<file path="src/rsdir_consts.svh">
// Constants for the RS-232/RS-485 direction switch
`ifndef RSDIR_CONSTS_SVH
`define RSDIR_CONSTS_SVH
`define RSDIR_CLK_HZ        125000000
`define RSDIR_TA_1MS_CYC    ((`RSDIR_CLK_HZ / 1000) * 1)
`define RSDIR_TA_2MS_CYC    ((`RSDIR_CLK_HZ / 1000) * 2)
`define RSDIR_TA_4MS_CYC    ((`RSDIR_CLK_HZ / 1000) * 4)
`define RSDIR_TA_7MS_CYC    ((`RSDIR_CLK_HZ / 1000) * 7)
`define RSDIR_TA_14MS_CYC   ((`RSDIR_CLK_HZ / 1000) * 14)
`define RSDIR_TA_28MS_CYC   ((`RSDIR_CLK_HZ / 1000) * 28)
`define RSDIR_SW_38400      4'h0
`define RSDIR_SW_19200      4'h2
`define RSDIR_SW_9600       4'h4
`define RSDIR_SW_4800       4'h6
`define RSDIR_SW_2400       4'h8
`define RSDIR_SW_1200       4'ha
`define RSDIR_SW_600        4'hc
`define RSDIR_CNT_W         22
`define RSDIR_BUF_DEPTH     2
`endif

</file>
<file path="src/rsdir_pkg.sv">
// Types for the RS-232/RS-485 direction switch
package rsdir_pkg;
   typedef enum logic [1:0] {
      RSDIR_RX = 2'b01,
      RSDIR_TX = 2'b10
   } rsdir_mode_t;
endpackage

</file>
<file path="src/rsdir_switch.sv">
// Direction control and data path of the RS-232 to RS-485 converter
`timescale 1ns/1ps
`default_nettype none
`include "rsdir_consts.svh"

module rsdir_switch (
   input  wire logic              CORE_CLK,
   input  wire logic              RSTN,
   input  wire logic [3:0]        BAUD_SW,
   input  wire logic              RS232_TXD,
   output var  logic              RS232_RXD,
   input  wire logic              RS485_RX,
   output var  logic              RS485_TX,
   output var  logic              RS485_DE,
   output var  logic              MODE_TX,
   output var  logic              BAUD_BAD
);
   import rsdir_pkg::*;

   // ***************************************************************
   // Rate decode
   // ***************************************************************
   rsdir_mode_t                  mode;
   logic [`RSDIR_CNT_W-1:0]      ta_limit;
   logic                         sw_ok;
   logic                         txd_q;
   logic [`RSDIR_CNT_W-1:0]      idle_cnt;

   // Unlisted codes are rejected and hold the block in receive mode.
   // The switch is read every cycle, so moving it while transmitting takes
   // effect at once; the timer below tolerates a limit that shrinks under it.
   always_comb begin
      sw_ok    = 1'b1;
      ta_limit = `RSDIR_CNT_W'(`RSDIR_TA_1MS_CYC);
      case (BAUD_SW)
         `RSDIR_SW_38400: ta_limit = `RSDIR_CNT_W'(`RSDIR_TA_1MS_CYC);
         `RSDIR_SW_19200: ta_limit = `RSDIR_CNT_W'(`RSDIR_TA_1MS_CYC);
         `RSDIR_SW_9600:  ta_limit = `RSDIR_CNT_W'(`RSDIR_TA_2MS_CYC);
         `RSDIR_SW_4800:  ta_limit = `RSDIR_CNT_W'(`RSDIR_TA_4MS_CYC);
         `RSDIR_SW_2400:  ta_limit = `RSDIR_CNT_W'(`RSDIR_TA_7MS_CYC);
         `RSDIR_SW_1200:  ta_limit = `RSDIR_CNT_W'(`RSDIR_TA_14MS_CYC);
         `RSDIR_SW_600:   ta_limit = `RSDIR_CNT_W'(`RSDIR_TA_28MS_CYC);
         default:         sw_ok = 1'b0;
      endcase
   end

   // ***************************************************************
   // Activity detect and turnaround timer
   // ***************************************************************
   logic activity;
   assign activity = (RS232_TXD != txd_q);

   // Previous level of the transmit input; idle line is mark (high)
   always_ff @(posedge CORE_CLK or negedge RSTN) begin
      if (!RSTN) begin
         txd_q <= 1'b1;
      end else begin
         txd_q <= RS232_TXD;
      end
   end

   // Counts idle cycles; any edge restarts it so a slow character never trips it.
   // Stops at the limit rather than wrapping, so a lowered limit ends at once.
   always_ff @(posedge CORE_CLK or negedge RSTN) begin
      if (!RSTN) begin
         idle_cnt <= '0;
      end else if (mode != RSDIR_TX || activity || !RS232_TXD) begin
         idle_cnt <= '0;
      end else if (idle_cnt < ta_limit) begin
         idle_cnt <= idle_cnt + `RSDIR_CNT_W'(1);
      end
   end

   // ***************************************************************
   // Direction state machine
   // ***************************************************************
   logic ta_done;
   assign ta_done = (idle_cnt >= ta_limit);

   always_ff @(posedge CORE_CLK or negedge RSTN) begin
      if (!RSTN) begin
         mode <= RSDIR_RX;
      end else begin
         unique case (mode)
            RSDIR_RX: begin
               if (sw_ok && (activity || !RS232_TXD)) begin
                  mode <= RSDIR_TX;
               end
            end
            RSDIR_TX: begin
               if (ta_done || !sw_ok) begin
                  mode <= RSDIR_RX;
               end
            end
            default: mode <= RSDIR_RX;
         endcase
      end
   end

   // ***************************************************************
   // Two-entry bit buffer on the RS-232 to RS-485 path
   // ***************************************************************
   // Sink is always ready here, but the buffer keeps the line level
   // aligned with the direction change so the first start bit survives.
   // The older entry drives the pin: the path is three cycles deep, which
   // gives the driver enable one cycle of lead over the first data bit.
   logic [`RSDIR_BUF_DEPTH-1:0] buf_bit;
   logic [1:0]                  buf_cnt;
   logic                        in_valid;
   logic                        in_ready;
   logic                        out_valid;
   logic                        out_ready;
   assign in_valid  = 1'b1;
   assign in_ready  = (buf_cnt != 2'(`RSDIR_BUF_DEPTH)) || out_ready;
   assign out_valid = (buf_cnt != 2'h0);
   assign out_ready = 1'b1;

   always_ff @(posedge CORE_CLK or negedge RSTN) begin
      if (!RSTN) begin
         buf_bit <= '1;
         buf_cnt <= 2'h0;
      end else begin
         if (in_valid && in_ready) begin
            buf_bit <= {buf_bit[0], RS232_TXD};
         end
         if (in_valid && in_ready && !(out_valid && out_ready)) begin
            buf_cnt <= buf_cnt + 2'h1;
         end else if (!(in_valid && in_ready) && out_valid && out_ready) begin
            buf_cnt <= buf_cnt - 2'h1;
         end
      end
   end

   // ***************************************************************
   // Registered pin outputs
   // ***************************************************************
   // No RTS/CTS ports exist at all; only data lines are used
   always_ff @(posedge CORE_CLK or negedge RSTN) begin
      if (!RSTN) begin
         RS485_TX  <= 1'b1;
         RS485_DE  <= 1'b0;
         RS232_RXD <= 1'b1;
         MODE_TX   <= 1'b0;
         BAUD_BAD  <= 1'b0;
      end else begin
         RS485_DE  <= (mode == RSDIR_TX);
         RS485_TX  <= (out_valid) ? buf_bit[1] : 1'b1;
         RS232_RXD <= (mode == RSDIR_RX) ? RS485_RX : 1'b1;
         MODE_TX   <= (mode == RSDIR_TX);
         BAUD_BAD  <= !sw_ok;
      end
   end
endmodule
`default_nettype wire

</file>
<file path="config.mk">
export PLATFORM = sky130hd
export DESIGN_NAME = rsdir_switch
export DESIGN_NICKNAME = d
export VERILOG_FILES = /design/src/rsdir_pkg.sv /design/src/rsdir_switch.sv
export VERILOG_INCLUDE_DIRS = /design/src
export SDC_FILE = /design/constraint.sdc
export NUM_CORES = 1
export LEC_CHECK = 0
export BUFFER_PORTS_ARGS = -buffer_cell sky130_fd_sc_hd__buf_2
export CAP_MARGIN = 10
export CORE_ASPECT_RATIO = 0.8
export CORE_UTILIZATION = 45
export DETAILED_ROUTE_END_ITERATION = 10
export GPL_TIMING_DRIVEN = 0
export PLACE_DENSITY_LB_ADDON = 0.25
export SLEW_MARGIN = 20
export SYNTH_ARGS = -nofsm -noshare
export SYNTH_HDL_FRONTEND = slang
export SYNTH_SLANG_ARGS = --single-unit
</file>
<file path="constraint.sdc">
create_clock -name CORE_CLK -period 2.4 [get_ports CORE_CLK]
set_clock_uncertainty 0.15 [all_clocks]
set_input_delay 0.24 -clock CORE_CLK [delete_from_list [all_inputs] [get_ports CORE_CLK]]
set_output_delay 0.24 -clock CORE_CLK [all_outputs]
set_load 0.01 [all_outputs]
</file>
After elaboration in Yosys (flattened, before gate mapping) --
Index checks and enable logic that the tools add are counted.
Storage, ports and cells: bits in registers 33, input port bits 8, logic and storage cells 46
Operators by class: add/subtract/negate cells 2, order comparisons 2, equal/unequal tests 12, muxes and demuxes 9, reductions and logical operators 12
Operator list (number):
- $pmux 22 s5 | 1
- $mux 22 | 2
- $add 22x1->22 const B | 1
- $ge 22x22->1 | 1
- $lt 22x22->1 | 1
- $eq 4x4->1 const B | 3
- $eq 4x3->1 const B | 2
- $reduce_or 7->1 | 1
- $ne 2x2->1 const B | 3
- $eq 4x2->1 const B | 1
- $logic_not 4->1 | 1
- $logic_or 1x1->1 | 4
- $mux 2 | 2
- $pmux 2 s2 | 1
- $reduce_bool 2->1 | 2
- $mux 1 | 3
- $add 2x1->2 const B | 1
- $eq 2x1->1 const B | 1
- $eq 2x2->1 const B | 1
- $logic_not 1->1 | 2
- $reduce_and 2->1 | 1
- $logic_and 1x1->1 | 1
- $ne 1x1->1 | 1

Logic depth before layout (Yosys ltp) --
word-level depth 7, depth in mapped cells 13, mapped depth without buffers 11

Least setup slack after synthesis --
OpenSTA, ideal clock, no wires.
kind input to register, from input port BAUD_SW[0], to register idle_cnt[10], library setup time 0.078 ns, arrival 2.649 ns, path slack -0.477 ns, stages 13, path buffers 2, cell sequence clkbuf_1 nor3b_1 and2_1 inv_1 and2_1 ha_1 a21oi_1 o21ai_0 a221oi_4 nand4b_2 buf_6 or3_1 a21oi_1
Between the ends: longest elaborated chain between the ends 4
Ends and longest elaborated chain:
- start, declared | line rsdir_switch.sv:9 | input wire logic [3:0] BAUD_SW,
- $eq 4x4->1 / $eq 4x3->1 (equally long branches) | line rsdir_switch.sv:35 | case (BAUD_SW)
- $pmux 22 s5 (*) | line rsdir_switch.sv:35
- $lt 22x22->1 (*) | line rsdir_switch.sv:69 | end else if (idle_cnt < ta_limit) begin
- $reduce_bool 2->1 (no line) (*)
- end signal, assigned | line rsdir_switch.sv:70 | idle_cnt <= idle_cnt + `RSDIR_CNT_W'(1);
- end, declared | line rsdir_switch.sv:27 | logic [`RSDIR_CNT_W-1:0] idle_cnt;
Mark *: on every way between the ends. The rest lies on a longest branch, timed or not. A chain may end at the register's enable or synchronous reset.

Worst setup path in the final report --
from input port BAUD_SW[0], to register idle_cnt[8]
Same word-level chain as after synthesis.

==> run_results.csv <==
group,metric,value,unit
logic_synthesis,ys_seq_area_share,37.63,%
logic_synthesis,synth.net_count,261,
worst_setup_path,worstPathRequired,2.45,ns
logic_synthesis,synth-async-reset-ratio,100.0,%
place,io_buffers,11,
logic_synthesis,synthCells,230,
worst_setup_path,slowest_stage,"a221oi_4",
die,die_x,79.18,microns
timing,hold_viol_final,0,
worst_setup_path,crit_family,"simple AND/OR/NAND/NOR gates",
worst_setup_path,path_buf_inv,5,
worst_setup_path,path_max_fanout,7,
min_path,worstHoldStart,"RS485_RX",
cells_and_area,utilization,63.14,%
drt,dr.pass1.iters,4,
place,gp_congestion,0.7996,
clocking,clock_latency,0.28,ns
cells_and_area,final_area,2885,sq um
die,io_pins,13,
worst_setup_path,reg2reg_depth,9,
worst_setup_path,startpoint_type,"primary input",
clocking,clkTransAtPathRegs,0.07,ns
power,leakagePower,1.212,nW
timing,worst_pin_slew,0.7326,ns
logic_synthesis,syn_area,2145,sq um
worst_setup_path,max_stage_delay,0.33,ns
drt,drcViolationCount,0,
logic_synthesis,synth-main-ff-cell,"dfrtp_1",
global_route,grt_usage,23.05,%
global_route,grt_max_degree,33,
clocking,clk_path_buf_depth,2,
status,violations,"setup timing",
worst_setup_path,critPathCaptureType,"flop",
drt,wire_per_inst,16.10,microns
logic_synthesis,synthMuxAreaShare,0.4667,%
global_route,antenna_found_initial,0,
place,placed_cells,301,
logic_synthesis,yosys.area_share.simple,24.68,%
timing,max-slew-margin-rel,51.16,%
cells_and_area,final_cells,337,
logic_synthesis,synth_top_family_by_area,"simple AND/OR/NAND/NOR gates",
clocking,cts.sinks,32,
worst_setup_path,path_cells,"clkbuf_16 > nor3b_4 > and2_4 > inv_4 > buf_4 > ha_1 > nand4_1 > nor3_2 > a221oi_4 > buf_4 > nand4b_4 > buf_6 > or3_1 > a21oi_1",
global_route,first_global_vias,1937,
drt,via_per_inst,5.703,
logic_synthesis,synth_edf_count,0,
place,placed_cell_area,2326,sq um
logic_synthesis,synthAdderAreaFrac,13.42,%
place,place_hpwl,3365,microns
cells_and_area,mostFrequentLayoutCells,"27 x dfrtp_1, 21 x ha_1, 20 x buf_4",
die,rows,22,
timing,fin_crit_sh,111.2,%
cells_and_area,finalNetCount,307,
cells_and_area,drive_gt1_share,36.46,%
cells_and_area,n_antenna_cell,0,
die,dieArea,5047,sq um
logic_synthesis,ys_ff_latch,32,
min_path,min_path_type,"in -> reg",
logic_synthesis,synth_compound_area_share,17.33,%
drt,num_vias,1922,
clocking,cts_max_level,2,
timing,grt_setup_unrepaired,"true",
logic_synthesis,syn_area_per_cell,9.324,sq um
die,start_util,46.93,%
worst_setup_path,worst-endpoint-arrival,2.72,ns
drt,wl,5427,microns
global_route,grt_first_pass_wirelength,8859,microns
min_path,min_to,"RS232_RXD",
status,status,"finished, violations left",
logic_synthesis,ys_warn_count,0,
cells_and_area,mostFrequentLayoutCell,"dfrtp_1",
power,power_density,395.0,nW/um^2
clocking,cts_tree,"yes",
clocking,cts-root-buf,"clkbuf_8",
drt,ant_nets,0,
drt,drt-initial-drc-count,141,
place,post-place-ws,-0.8767,ns
logic_synthesis,yosysUniqueCellTypes,40,
timing,fmax,0.3747,GHz
timing,worst_slack,-0.2687,ns
clocking,cts-buffers-inserted,5,
worst_setup_path,critical_path_class,"in -> reg",
power,peakVddDrop,0.0003958,V
worst_setup_path,r2r-start,"idle_cnt[19]",
timing,drv_slew,0,
global_route,gr-total-overflow,0,
worst_setup_path,reg2reg_slack,-0.21,ns
logic_synthesis,synth_xor_xnor_area_share,2.042,%
die,die_h,63.75,microns
worst_setup_path,r2r-end,"idle_cnt[8]",
timing,min_period,2.669,ns
worst_setup_path,cp_common_cell,"buf_4",
min_path,hold_depth,3,
die,fp.coreArea,4569,sq um
cells_and_area,syn2layout_area_growth,34.54,%
timing,setup_viol,24,
flow_run,maxCapViolCount,0,
==> cell usage after synthesis (all sizes together), types with 6 or more instances <==
| library cell | instances | share of area (%) |
|---|---|---|
| dfrtp | 27 | 32 |
| a21oi | 25 | 5.8 |
| ha | 23 | 13 |
| o21ai | 18 | 4.4 |
| inv | 16 | 2.8 |
| nand2 | 15 | 2.6 |
| or3 | 14 | 4.1 |
| nor2 | 12 | 2.1 |
| nand4 | 11 | 4.6 |
| nand3 | 9 | 2.3 |
| nor3 | 6 | 1.4 |
==> area by class of cell <==
cell class,instances,area (sq um)
Multi-Input combinational cell,176,1451
Buffer,6,62.56
Timing Repair Buffer,39,332.8
Sequential cell,32,807.0
Clock buffer,7,86.33
Fill cell,366,1684
Inverter,16,62.56
Clock inverter,1,7.507
Tap cell,60,75.07
==> per-stage QoR <==
step / power, W / hold WS (ns) / setup TNS, ns
floorplan: 0.0006331 / -0.2056 / -5.019
global route: 0.001185 / 0.002013 / -7.287
global placement: 0.0006713 / 0.1876 / -16.84
detailed placement: 0.0006738 / 0.1966 / -17.74
finish: 0.001140 / 0.008181 / -4.638
CTS: 0.001142 / 0.004605 / -2.749
==> tightest hold or removal path, stage by stage <==
cell     delay [ns]
buf_2          0.07
inv_1          0.03
nand3_1        0.06
==> report_power, final <==
part	internal, W	switching, W	total (W)
combinational	0.0000704	0.0000781	0.000149
sequential	0.000554	0.00000553	0.000560
clock	0.000233	0.000198	0.000431
==> registers in the layout, summed over array words and instances, names as in the netlist <==
register,count
MODE_TX,1
BAUD_BAD,1
RS485_TX,1
mode,2
buf_bit,2
RS232_RXD,1
idle_cnt,22
buf_cnt,2
==> how the worst max path moves through the flow <==
stage                from            to  depth (start not counted)
2_1_floorplan  BAUD_SW[0]  idle_cnt[19]                         12
3_3_place_gp   BAUD_SW[3]  idle_cnt[19]                         12
3_5_place_dp   BAUD_SW[3]  idle_cnt[21]                         12
4_1_cts        BAUD_SW[3]  idle_cnt[21]                         12
5_1_grt        BAUD_SW[3]  idle_cnt[14]                         14
6_report       BAUD_SW[0]   idle_cnt[8]                         14
==> metal layers <==
| layer | vias to the layer above | track usage, % | share of wire [%] |
|---|---|---|---|
| met4 | 0 | 7.273 | 2.8 |
| met1 | 922 | 29.36 | 45 |
| li1 | 937 | - | - |
| met2 | 45 | 39.12 | 48 |
| met5 | - | 0 | 0 |
| met3 | 18 | 4.714 | 3.6 |
==> cells by family (layout without fill, tap and decap cells) <==
family | after synthesis | after routing
and+or+nand+nor | 88 | 88
AOI/OAI and AO/OA | 59 | 59
DFF | 32 | 32
adders and majority gates | 23 | 23
buffers and inverters | 22 | 69
xor gates and xnor gates | 5 | 5
muxes | 1 | 1
==> repair_timing <==
action,in CTS,in global routing
setup endpoints to repair,24,24
setup buffers,25,0
hold buffers,2,0
pin swaps,33,16
hold endpoints to repair,28,0
gates cloned,1,0
resized for setup,48,13
Note: power is estimated with default switching activity, not from simulation.
